$ cat src/verilog/flash_ctl_pkg.sv
// flash_ctl_pkg: opcodes, status layout, geometry and timing for the flash control block
// assumes: a single 250 MHz system clock; serial link signals sampled by that clock
package flash_ctl_pkg;
   // opcodes
   localparam logic [7:0] OP_LATCH_SET = 8'h06;
   localparam logic [7:0] OP_LATCH_CLR = 8'h04;
   localparam logic [7:0] OP_STAT_RD = 8'h05;
   localparam logic [7:0] OP_STAT_WR = 8'h01;
   localparam logic [7:0] OP_PAGE_WR = 8'h02;
   localparam logic [7:0] OP_SECT_CLR = 8'h20;
   localparam logic [7:0] OP_BLK_CLR = 8'hd8;
   localparam logic [7:0] OP_ALL_CLR_A = 8'hc7;
   localparam logic [7:0] OP_ALL_CLR_B = 8'h60;
   localparam logic [7:0] OP_SLEEP = 8'hb9;
   localparam logic [7:0] OP_WAKE = 8'hab;
   localparam logic [7:0] OP_QUAD_ENTRY = 8'h38;
   localparam logic [7:0] OP_DUAL_OUT = 8'h3b;
   localparam logic [7:0] OP_DUAL_IO = 8'hbb;
   localparam logic [7:0] OP_QUAD_IO = 8'heb;
   localparam logic [7:0] OP_OTP_ENTER = 8'h3a;
   // status bit positions
   localparam int ST_BUSY = 0;
   localparam int ST_LATCH = 1;
   localparam int ST_GUARD_LO = 2;
   localparam int ST_GUARD_HI = 5;
   localparam int ST_PIN_OFF = 6;
   localparam int ST_LOCK = 7;
   localparam logic [7:0] STATUS_RESET = 8'h00;
   // geometry: 64 blocks
   localparam int BLOCK_BITS = 6;
   localparam int ADDR_BITS = 24;
   localparam int BLOCK_MSB = 21;
   localparam int PAGE_BYTES = 256;
   // cycle times in microseconds, cycles at 250 MHz
   localparam int CLK_MHZ = 250;
   localparam int T_STATUS_US = 10;
   localparam int T_PAGE_US = 1300;
   localparam int T_SECT_US = 90000;
   localparam int T_BLOCK_US = 500000;
   localparam int T_CHIP_US = 25000000;
   localparam logic [7:0] FLAG_ONES = 8'hff;
   typedef enum logic [1:0] {
      ST_IDLE = 2'b00,
      ST_BUSY_RUN = 2'b01,
      ST_SLEEP = 2'b11
   } power_state_t;
   typedef struct packed {
      logic sclk;
      logic sel_n;
      logic [3:0] io;
   } link_in_t;
   typedef struct packed {
      logic [3:0] out;
      logic [3:0] oe;
   } link_out_t;
endpackage : flash_ctl_pkg

$ cat src/verilog/guard_decode.sv
// guard_decode: maps the four guard bits and an address to a protected flag
// assumes: 64 blocks, address bits 21..16 give the block index
`timescale 1ns/1ns
module guard_decode (
   input wire logic [3:0] i_guard,
   input wire logic [23:0] i_addr,
   output logic o_protected
);
   import flash_ctl_pkg::*;
   logic [BLOCK_BITS-1:0] blk;
   logic [BLOCK_BITS:0] count;
   // ---------------------------------------------------------------
   // protected block count and direction
   // ---------------------------------------------------------------
   // count per code
   always_comb begin
      blk = i_addr[BLOCK_MSB -: BLOCK_BITS];
      case (i_guard[2:0])
         3'h1: count = 7'h3f;
         3'h2: count = 7'h3e;
         3'h3: count = 7'h3c;
         3'h4: count = 7'h38;
         3'h5: count = 7'h30;
         3'h6: count = 7'h20;
         3'h7: count = 7'h40;
         default: count = 7'h00;
      endcase
      if (count == 7'h00) begin
         o_protected = 1'b0;
      end else if (i_guard[3]) begin
         // counted down from the top block
         o_protected = ({1'b0, blk} >= (7'h40 - count));
      end else begin
         o_protected = ({1'b0, blk} < count);
      end
   end
endmodule : guard_decode

$ cat src/verilog/flash_ctl.sv
// flash_ctl: serial flash command front end with protection and status
// assumes: link pins are asynchronous, sampled by i_sys_clk after two flops;
// the array itself lives outside; this block issues program/erase strobes.
`timescale 1ns/1ns
module flash_ctl #(
   parameter int T_PAGE_CYC = flash_ctl_pkg::T_PAGE_US * flash_ctl_pkg::CLK_MHZ,
   parameter int T_SECT_CYC = flash_ctl_pkg::T_SECT_US * flash_ctl_pkg::CLK_MHZ,
   parameter int T_BLOCK_CYC = flash_ctl_pkg::T_BLOCK_US * flash_ctl_pkg::CLK_MHZ,
   // wider type: a whole-array clear at full clock rate overflows an int
   parameter longint T_CHIP_CYC = longint'(flash_ctl_pkg::T_CHIP_US) * flash_ctl_pkg::CLK_MHZ,
   parameter int T_STATUS_CYC = flash_ctl_pkg::T_STATUS_US * flash_ctl_pkg::CLK_MHZ
) (
   input wire logic i_sys_clk,
   input wire logic i_reset_n,
   input wire flash_ctl_pkg::link_in_t i_link,
   output flash_ctl_pkg::link_out_t o_link,
   input wire logic [7:0] i_array_data,
   output logic [23:0] o_array_addr,
   output logic [7:0] o_array_wdata,
   output logic o_array_wr,
   output logic o_sect_clr,
   output logic o_blk_clr,
   output logic o_chip_clr,
   output logic o_busy,
   output logic o_sleep
);
   import flash_ctl_pkg::*;
   // ---------------------------------------------------------------
   // reset and pin synchronisers
   // ---------------------------------------------------------------
   logic [1:0] rst_sync_r;
   logic rst_n;
   link_in_t meta_r, sync_r;
   logic sclk_d_r;
   always_ff @(posedge i_sys_clk or negedge i_reset_n) begin
      if (!i_reset_n) begin
         rst_sync_r <= 2'b00;
      end else begin
         rst_sync_r <= {rst_sync_r[0], 1'b1};
      end
   end
   assign rst_n = rst_sync_r[1];
   // two flops on every link pin before use
   always_ff @(posedge i_sys_clk or negedge rst_n) begin
      if (!rst_n) begin
         meta_r <= '{sclk: 1'b0, sel_n: 1'b1, io: 4'h0};
         sync_r <= '{sclk: 1'b0, sel_n: 1'b1, io: 4'h0};
         sclk_d_r <= 1'b0;
      end else begin
         meta_r <= i_link;
         sync_r <= meta_r;
         sclk_d_r <= sync_r.sclk;
      end
   end
   logic sel, rise, fall, sel_d_r, sel_end;
   assign sel = !sync_r.sel_n;
   assign rise = sel && sync_r.sclk && !sclk_d_r;
   assign fall = sel && !sync_r.sclk && sclk_d_r;
   assign sel_end = sel_d_r && !sel;
   // ---------------------------------------------------------------
   // state
   // ---------------------------------------------------------------
   power_state_t pstate_r;
   logic [7:0] status_r;
   logic quad_mode_r, otp_mode_r;
   logic [39:0] cyc_cnt_r;
   logic [7:0] shift_r, opcode_r;
   logic [15:0] bitcnt_r;
   logic [23:0] addr_r;
   logic [7:0] out_r;
   logic [1:0] width_r;
   logic [3:0] oe_r;
   logic hw_guard, prot_hit, latch_ok, byte_done;
   logic [2:0] step;
   assign hw_guard = status_r[ST_LOCK] && !sync_r.io[2] && !status_r[ST_PIN_OFF];
   assign latch_ok = status_r[ST_LATCH];
   // four bits per edge in quad mode
   assign step = quad_mode_r ? 3'h4 : 3'h1;
   assign byte_done = rise && (bitcnt_r[2:0] + step[2:0] == 3'h0 || (quad_mode_r
      && bitcnt_r[2:0] == 3'h4));
   guard_decode u_guard (
      .i_guard(status_r[ST_GUARD_HI:ST_GUARD_LO]),
      .i_addr(addr_r),
      .o_protected(prot_hit)
   );
   // ---------------------------------------------------------------
   // input shifter
   // ---------------------------------------------------------------
   // msb first from first rise
   always_ff @(posedge i_sys_clk or negedge rst_n) begin
      if (!rst_n) begin
         shift_r <= 8'h00;
         bitcnt_r <= 16'h0000;
         sel_d_r <= 1'b0;
      end else begin
         sel_d_r <= sel;
         if (!sel) begin
            bitcnt_r <= 16'h0000;
         end else if (rise) begin
            shift_r <= quad_mode_r ? {shift_r[3:0], sync_r.io} : {shift_r[6:0], sync_r.io[0]};
            bitcnt_r <= bitcnt_r + {13'h0000, step};
         end
      end
   end
   logic [7:0] in_byte;
   assign in_byte = quad_mode_r ? {shift_r[3:0], sync_r.io} : {shift_r[6:0], sync_r.io[0]};
   // ---------------------------------------------------------------
   // command decode and address capture
   // ---------------------------------------------------------------
   logic [15:0] nbytes;
   assign nbytes = bitcnt_r >> 3;
   logic [7:0] wdata_r;
   logic wr_pulse_r;
   always_ff @(posedge i_sys_clk or negedge rst_n) begin
      if (!rst_n) begin
         opcode_r <= 8'h00;
         addr_r <= 24'h000000;
         wdata_r <= 8'h00;
         wr_pulse_r <= 1'b0;
      end else begin
         wr_pulse_r <= 1'b0;
         if (byte_done) begin
            if (nbytes == 16'h0000) begin
               opcode_r <= in_byte;
            end else if (nbytes < 16'h0004) begin
               addr_r <= {addr_r[15:0], in_byte};
            end else if (opcode_r == OP_PAGE_WR && pstate_r == ST_IDLE && latch_ok
                  && !prot_hit && !(otp_mode_r && status_r[ST_LOCK])) begin
               // ones to zeros, wrap within page
               wdata_r <= in_byte & i_array_data;
               wr_pulse_r <= 1'b1;
            end
         end else if (wr_pulse_r) begin
            // step after the pulse so address and data agree while it stands
            addr_r[7:0] <= addr_r[7:0] + 8'h01;
         end
      end
   end
   assign o_array_wdata = wdata_r;
   assign o_array_wr = wr_pulse_r;
   assign o_array_addr = addr_r;
   // ---------------------------------------------------------------
   // end of command: execute on select rising
   // ---------------------------------------------------------------
   logic whole;
   assign whole = (bitcnt_r[2:0] == 3'h0);
   logic sc_r, bc_r, cc_r;
   logic [7:0] status_wr_r;
   always_ff @(posedge i_sys_clk or negedge rst_n) begin
      if (!rst_n) begin
         pstate_r <= ST_IDLE;
         status_r <= STATUS_RESET;
         quad_mode_r <= 1'b0;
         otp_mode_r <= 1'b0;
         cyc_cnt_r <= 40'h0;
         sc_r <= 1'b0;
         bc_r <= 1'b0;
         cc_r <= 1'b0;
         status_wr_r <= 8'h00;
      end else begin
         sc_r <= 1'b0;
         bc_r <= 1'b0;
         cc_r <= 1'b0;
         if (byte_done && nbytes == 16'h0001 && opcode_r == OP_STAT_WR) begin
            status_wr_r <= in_byte;
         end
         case (pstate_r)
            ST_BUSY_RUN: begin
               if (cyc_cnt_r <= 40'h1) begin
                  pstate_r <= ST_IDLE;
                  status_r[ST_BUSY] <= 1'b0;
               end else begin
                  cyc_cnt_r <= cyc_cnt_r - 40'h1;
               end
            end
            ST_SLEEP: begin
               if (sel_end && whole && opcode_r == OP_WAKE && bitcnt_r != 16'h0) begin
                  pstate_r <= ST_IDLE;
               end
            end
            default: begin
               if (sel_end && whole && bitcnt_r != 16'h0) begin
                  case (opcode_r)
                     OP_LATCH_SET: if (nbytes == 16'h1) status_r[ST_LATCH] <= 1'b1;
                     OP_LATCH_CLR: if (nbytes == 16'h1) begin
                        status_r[ST_LATCH] <= 1'b0;
                        otp_mode_r <= 1'b0;
                     end
                     OP_OTP_ENTER: if (nbytes == 16'h1) otp_mode_r <= 1'b1;
                     OP_QUAD_ENTRY: if (nbytes == 16'h1) quad_mode_r <= 1'b1;
                     OP_SLEEP: if (nbytes == 16'h1) pstate_r <= ST_SLEEP;
                     OP_STAT_WR: begin
                        if (latch_ok && nbytes == 16'h2) begin
                           status_r[ST_LATCH] <= 1'b0;
                           status_r[ST_BUSY] <= 1'b1;
                           pstate_r <= ST_BUSY_RUN;
                           cyc_cnt_r <= 40'(T_STATUS_CYC);
                           if (otp_mode_r) begin
                              status_r[ST_LOCK] <= 1'b1;
                           end else if (!hw_guard) begin
                              status_r[7:2] <= status_wr_r[7:2];
                           end else begin
                              status_r[ST_PIN_OFF] <= status_wr_r[ST_PIN_OFF];
                           end
                        end
                     end
                     OP_PAGE_WR: begin
                        if (latch_ok && nbytes >= 16'h5) begin
                           status_r[ST_LATCH] <= 1'b0;
                           status_r[ST_BUSY] <= 1'b1;
                           pstate_r <= ST_BUSY_RUN;
                           cyc_cnt_r <= 40'(T_PAGE_CYC);
                        end
                     end
                     OP_SECT_CLR, OP_BLK_CLR: begin
                        if (latch_ok && nbytes == 16'h4) begin
                           status_r[ST_LATCH] <= 1'b0;
                           if (!prot_hit && !(otp_mode_r && status_r[ST_LOCK])) begin
                              status_r[ST_BUSY] <= 1'b1;
                              pstate_r <= ST_BUSY_RUN;
                              sc_r <= (opcode_r == OP_SECT_CLR);
                              bc_r <= (opcode_r == OP_BLK_CLR);
                              cyc_cnt_r <= (opcode_r == OP_SECT_CLR) ?
                                 40'(T_SECT_CYC) : 40'(T_BLOCK_CYC);
                           end
                        end
                     end
                     OP_ALL_CLR_A, OP_ALL_CLR_B: begin
                        if (latch_ok && nbytes == 16'h1) begin
                           status_r[ST_LATCH] <= 1'b0;
                           // any guarded area blocks a whole clear
                           if (status_r[ST_GUARD_LO+2:ST_GUARD_LO] == 3'h0) begin
                              status_r[ST_BUSY] <= 1'b1;
                              pstate_r <= ST_BUSY_RUN;
                              cc_r <= 1'b1;
                              cyc_cnt_r <= 40'(T_CHIP_CYC);
                           end
                        end
                     end
                     default: ;
                  endcase
               end
            end
         endcase
      end
   end
   assign o_sect_clr = sc_r;
   assign o_blk_clr = bc_r;
   assign o_chip_clr = cc_r;
   assign o_busy = status_r[ST_BUSY];
   assign o_sleep = (pstate_r == ST_SLEEP);
   // ---------------------------------------------------------------
   // output shifter and pin direction
   // ---------------------------------------------------------------
   // widen on read opcodes after the opcode byte
   always_ff @(posedge i_sys_clk or negedge rst_n) begin
      if (!rst_n) begin
         out_r <= 8'h00;
         width_r <= 2'h0;
         oe_r <= 4'h0;
      end else if (!sel) begin
         oe_r <= 4'h0;
         width_r <= 2'h0;
      end else if (fall && nbytes >= 16'h1 && pstate_r != ST_SLEEP) begin
         // shift out on falling link edge
         if (bitcnt_r[2:0] == 3'h0) begin
            out_r <= (opcode_r == OP_STAT_RD) ? status_r : i_array_data;
         end else begin
            out_r <= {out_r[6:0], 1'b0};
         end
         if (opcode_r == OP_DUAL_OUT || opcode_r == OP_DUAL_IO) begin
            width_r <= 2'h1;
            oe_r <= (nbytes >= 16'h4) ? 4'h3 : 4'h0;
         end else if (opcode_r == OP_QUAD_IO || quad_mode_r) begin
            width_r <= 2'h2;
            oe_r <= (nbytes >= 16'h4 || opcode_r == OP_STAT_RD) ? 4'hf : 4'h0;
         end else begin
            width_r <= 2'h0;
            oe_r <= (opcode_r == OP_STAT_RD || nbytes >= 16'h4) ? 4'h2 : 4'h0;
         end
      end
   end
   always_comb begin
      o_link.oe = oe_r;
      case (width_r)
         2'h1: o_link.out = {2'b00, out_r[7:6]};
         2'h2: o_link.out = out_r[7:4];
         default: o_link.out = {2'b00, out_r[7], 1'b0};
      endcase
   end
endmodule : flash_ctl

$ cat config.mk
export PLATFORM = sky130hd
export DESIGN_NAME = flash_ctl
export DESIGN_NICKNAME = d
export VERILOG_FILES = /design/src/verilog/flash_ctl_pkg.sv /design/src/verilog/guard_decode.sv /design/src/verilog/flash_ctl.sv
export SDC_FILE = /design/constraint.sdc
export NUM_CORES = 1
export LEC_CHECK = 0
export BUFFER_PORTS_ARGS = -buffer_cell sky130_fd_sc_hd__buf_2
export CAP_MARGIN = 20
export CORE_MARGIN = 1.5
export CORE_UTILIZATION = 37
export CTS_BUF_LIST = sky130_fd_sc_hd__clkbuf_2
export DETAILED_ROUTE_END_ITERATION = 12
export PLACE_DENSITY = 0.51
export SLEW_MARGIN = 10
export SYNTH_ARGS = -nofsm -noshare
export SYNTH_HDL_FRONTEND = slang
export SYNTH_SLANG_ARGS = --single-unit
$ cat constraint.sdc
create_clock -name i_sys_clk -period 10.5 [get_ports i_sys_clk]
set_clock_uncertainty 0.15 [all_clocks]
set_input_delay 2.1 -clock i_sys_clk [delete_from_list [all_inputs] [get_ports i_sys_clk]]
set_output_delay 2.1 -clock i_sys_clk [all_outputs]
set_load 0.03 [all_outputs]
==> impl_summary.txt <==
----------------------------------------------------
[Yosys]
  Synthesis warning total ... 0
  Commonest register cell after synthesis ... sky130_fd_sc_hd__dfrtp_1
  Post-Synthesis Mean Instance Area ... about 9 sq um
  Syn_nets ... 939
  Post-synthesis sequential area ratio ... 46.3%
  Post-synthesis sequential element count ... 154
  Syn Inst Count ... 903
  Summed instance area of the synthesized netlist ... 8330 sq um
  Post-synth cell types ... 73
  Count of flip-flops with a built-in enable after synthesis ... 0
  Proportion of register bits with asynchronous set or reset after synthesis ... 100%

[Setup path]
  WP buf/inv ... 2
  Cell class contributing the biggest share of worst-path delay ... flip-flops
  Crit path largest cell delay ... 0.45 ns
  Crit path cell chain ... inv_1, ha_1, o21ai_0, o21ai_0, buf_2
  Critical R2R Launch ... status_r[3]$_DFFE_PN0P_
  Cell with the biggest individual delay on the critical path ... sky130_fd_sc_hd__dfrtp_1
  Critical Path Fanout Max ... 3
  CP Capture Type ... primary output
  Arrival time of data at the critical path endpoint ... 1.99 ns
  Startpoint type of the worst setup path ... register
  Required time at the endpoint of the critical path ... 8.25 ns
  Critical path type ... reg -> out
  CP most frequent cell ... sky130_fd_sc_hd__o21ai_0
  Launching instance or port of the critical path ... width_r[0]$_DFFE_PN0P_

[Final layout]
  Fraction of layout cells with a size suffix above 1 ... 15.8%
  Commonest non-fill, non-tap cell in the layout ... sky130_fd_sc_hd__dfrtp_1
  Number of nets in the layout ... 974
  Sequential cell area ... just under 4000 sq um
  Area taken by multi-input logic gates ... between 4000 and 5000 sq um
  Number of filler cells placed in the layout ... 2,202
  Highest-count cells in the layout ignoring fill and taps ... 151 x sky130_fd_sc_hd__dfrtp_1, 111 x sky130_fd_sc_hd__nand2_1, 74 x sky130_fd_sc_hd__o21ai_0, 71 x sky130_fd_sc_hd__a21oi_1, 70 x sky130_fd_sc_hd__nor2_1
  Fraction of the core area covered by cells at the end of the flow ... 41.6%
  Growth of design area from synthesis to finish ... 9.50%

[STA]
  Max Freq ... 236 MHz
  RSZ-0062 raised after global routing ... false
  Slew of the pin with the lowest slew margin ... between 0.9 and 1 ns
  Final critical-path required period ... 4.24 ns
  Worst slew margin relative to its limit ... a little over a third
  Total count of max-transition violations in the final report ... 0
  Fin Setup TNS ... 0 ns
  Total setup violations reported at the end of the flow ... 0
  Final period utilization ... 40.4%
  Final-report hold violation count ... 0

[GRT]
  Global-route wire length before repair ... 37,000 microns
  Number of antenna violations at the first check in global routing ... 1
  Fraction of met2 tracks used by global routing ... about a third
  Congestion Overflow GR ... 0
  Global-route met3 utilization ... 3.01%
  GRT Max-Usage Layer ... met2
  GR Util All Layers ... between 10% and 20%
  Via count of the first global-routing pass ... around 6,600
  Maximum number of pins on one net before global-route repair ... 78
  Met1 track utilization from global routing ... 28.3%

[Place]
  IO Port Bufs ... 61
  HPWL after detailed placement ... 15,600 microns
  Gpl congestion ... 0.824

[Floorplanning]
  Starting density of the core ... between 30% and 40%
  Die Y ... 153 microns
  Number of primary I/O pins ... 62
  Number of rows created at floorplan ... 54
  Die width ... 153 microns
  Placeable core region ... 22,000 sq um
  Area of the die ... 23,400 sq um

[Clock tree]
  H-tree Lvls ... 4
  Clock transition at the register clock pins on the worst setup and hold paths after CTS ... 0.31 ns
  Number of clock sinks ... 154
  Clock tree from TritonCTS ... built
  Gates resized, CTS repair ... 0
  Root cell of the clock tree ... sky130_fd_sc_hd__clkbuf_2
  TritonCTS Buffers ... 17
  Clock Tree Buf Depth ... 2
  Clock network latency to the later pin of the worst-skew pair ... 0.80 ns
  Post-CTS setup buffer count ... 0
  Number of hold buffers added after cts ... 0

[Detailed routing]
  Routed length per instance ... 18.2 microns
  Number of antenna-violating nets in the routed design ... 0
  Number of violations reported at the end of detailed-routing iteration 0 ... about 460
  Number of optimization iterations in the first detailed-route pass ... 5
  WL final ... 22,500 microns
  Via count ... 6,883
  Routed via count divided by cell count ... 5.58
  DRC violation count after routing ... 0

[Power and ir drop]
  Static Leak ... between 4 and 5 nW
  Clock power share ... 32.2%
  NetSw ... 0.000409 W
  Part of the power in combinational logic ... 11.1%
  Internal cell power ... approximately 0.00075 W
  Maximum vdd drop ... 79.1 uV
  Pwr/cell area ... 127 nW/um^2
  Switching part of the total ... 35.2%
  Sequential share of power ... a little under three fifths

[Run status]
  Result of the run ... complete, no violations

[Flow run]
  Number of maximum-capacitance constraint violations ... 0

[Hold path]
  Class of the tightest hold or removal check ... reg -> async

----------------------------------------------------
==> metrics by stage <==
step | instances | hold WS (ns) | worst slack, ns | cell area [sq um] | total power, W
5_1_grt | 1234 | 0.0690 | 6.08 | 9130 | 0.00122
6_report | 1234 | 0.0487 | 6.26 | 9130 | 0.00116
4_1_cts | 1229 | 0.227 | 6.20 | 9080 | 0.00117
2_1_floorplan | 903 | 0.181 | 5.74 | 8330 | 0.000752
3_3_place_gp | 1197 | 0.182 | 6.67 | 8810 | 0.000796
3_5_place_dp | 1197 | 0.186 | 6.65 | 8810 | 0.000796
==> Yosys cell counts (all sizes together) (14+ instances only) <==
cell type  instances  area share (%)
o31ai             14             1.3
nor2              71             3.3
nand3             32             1.9
o21ai             77             4.7
clkbuf            40             1.8
nor4              17             1.4
nor3              25             1.5
a21oi             71             4.3
nand4             16             1.2
mux2i             21             2.5
inv               17            0.77
ha                20             3.0
dfrtp            152              46
mux2              24             3.2
a21o              16             1.4
nand2            111             5.0
==> area by class of cell <==
| class | instances | area share (%) |
|---|---|---|
| Clock inverter | 15 | 2.04 |
| Tap cell | 280 | 3.84 |
| Multi-Input combinational cell | 679 | 45.9 |
| Antenna cell | 3 | 0.0823 |
| Sequential cell | 154 | 42.3 |
| Inverter | 18 | 0.740 |
| Timing Repair Buffer | 68 | 4.18 |
| Clock buffer | 17 | 0.932 |
==> power groups by stage <==
stage               registers [W]  clock network (W)  logic (W)
floorplan                0.000650                  0   0.000103
global placement         0.000672                  0   0.000123
detailed placement       0.000672                  0   0.000123
CTS                      0.000663           0.000387   0.000124
global route             0.000664           0.000413   0.000144
finish                   0.000659           0.000373   0.000129
==> routing by layer <==
metal	share of wire [%]	routed length, microns	vias to the layer above
li1	-	-	3382
met3	3.5	789	15
met4	1.0	226	0
met2	46	10300	131
met5	0	0	-
met1	49	11100	3355
==> flip-flops by register name, summed over array words and instances, names as in the netlist, 7 cells and up <==
register / cells
cyc_cnt_r: 40
o_array_addr: 24
bitcnt_r: 16
o_array_wdata: 8
opcode_r: 8
out_r: 8
status_r: 8
shift_r: 7
==> cell families after synthesis <==
family	after synthesis	share of synthesized area [%]
buffers and inverters	70	3.57
XOR/XNOR	6	0.631
other	1	0.0450
adder cells (fa/ha/maj)	20	3.00
AND/OR/NAND/NOR	354	21.5
flip-flops	154	46.3
AO/OA/AOI/OAI	253	19.2
multiplexers	45	5.77
==> worst reg2reg max path, stage by stage (launching register included) <==
cell and delay, ns:
sky130_fd_sc_hd__dfrtp_1 0.59, sky130_fd_sc_hd__xor2_1 0.23, sky130_fd_sc_hd__nand2b_1 0.11, sky130_fd_sc_hd__ha_1 0.30
sky130_fd_sc_hd__nand2_1 0.08, sky130_fd_sc_hd__mux2i_1 0.14, sky130_fd_sc_hd__a21oi_1 0.09, sky130_fd_sc_hd__ha_1 0.29
sky130_fd_sc_hd__o211ai_1 0.08, sky130_fd_sc_hd__o31a_1 0.31, sky130_fd_sc_hd__o2111a_1 0.30, sky130_fd_sc_hd__o21ai_2 0.52
sky130_fd_sc_hd__nor2_4 0.27, sky130_fd_sc_hd__a22o_1 0.28
==> final timing paths <==
path | end | slack, ns | cells past startpoint
worst max register to register | cyc_cnt_r[6]$_DFFE_PN0P_ | 6.69 | 13
worst max-delay path | o_link[5] | 6.26 | 5
worst min register to register | cyc_cnt_r[30]$_DFFE_PN0P_ | 0.05 | 0
max in group asynchronous | opcode_r[3]$_DFFE_PN0P_ | 8.88 | 1
min in group i_sys_clk | sync_r[4]$_DFF_PN1_ | 0.23 | 0
worst min-delay path | cyc_cnt_r[30]$_DFFE_PN0P_ | 0.05 | 0
(Power assumes the default switching activity.)
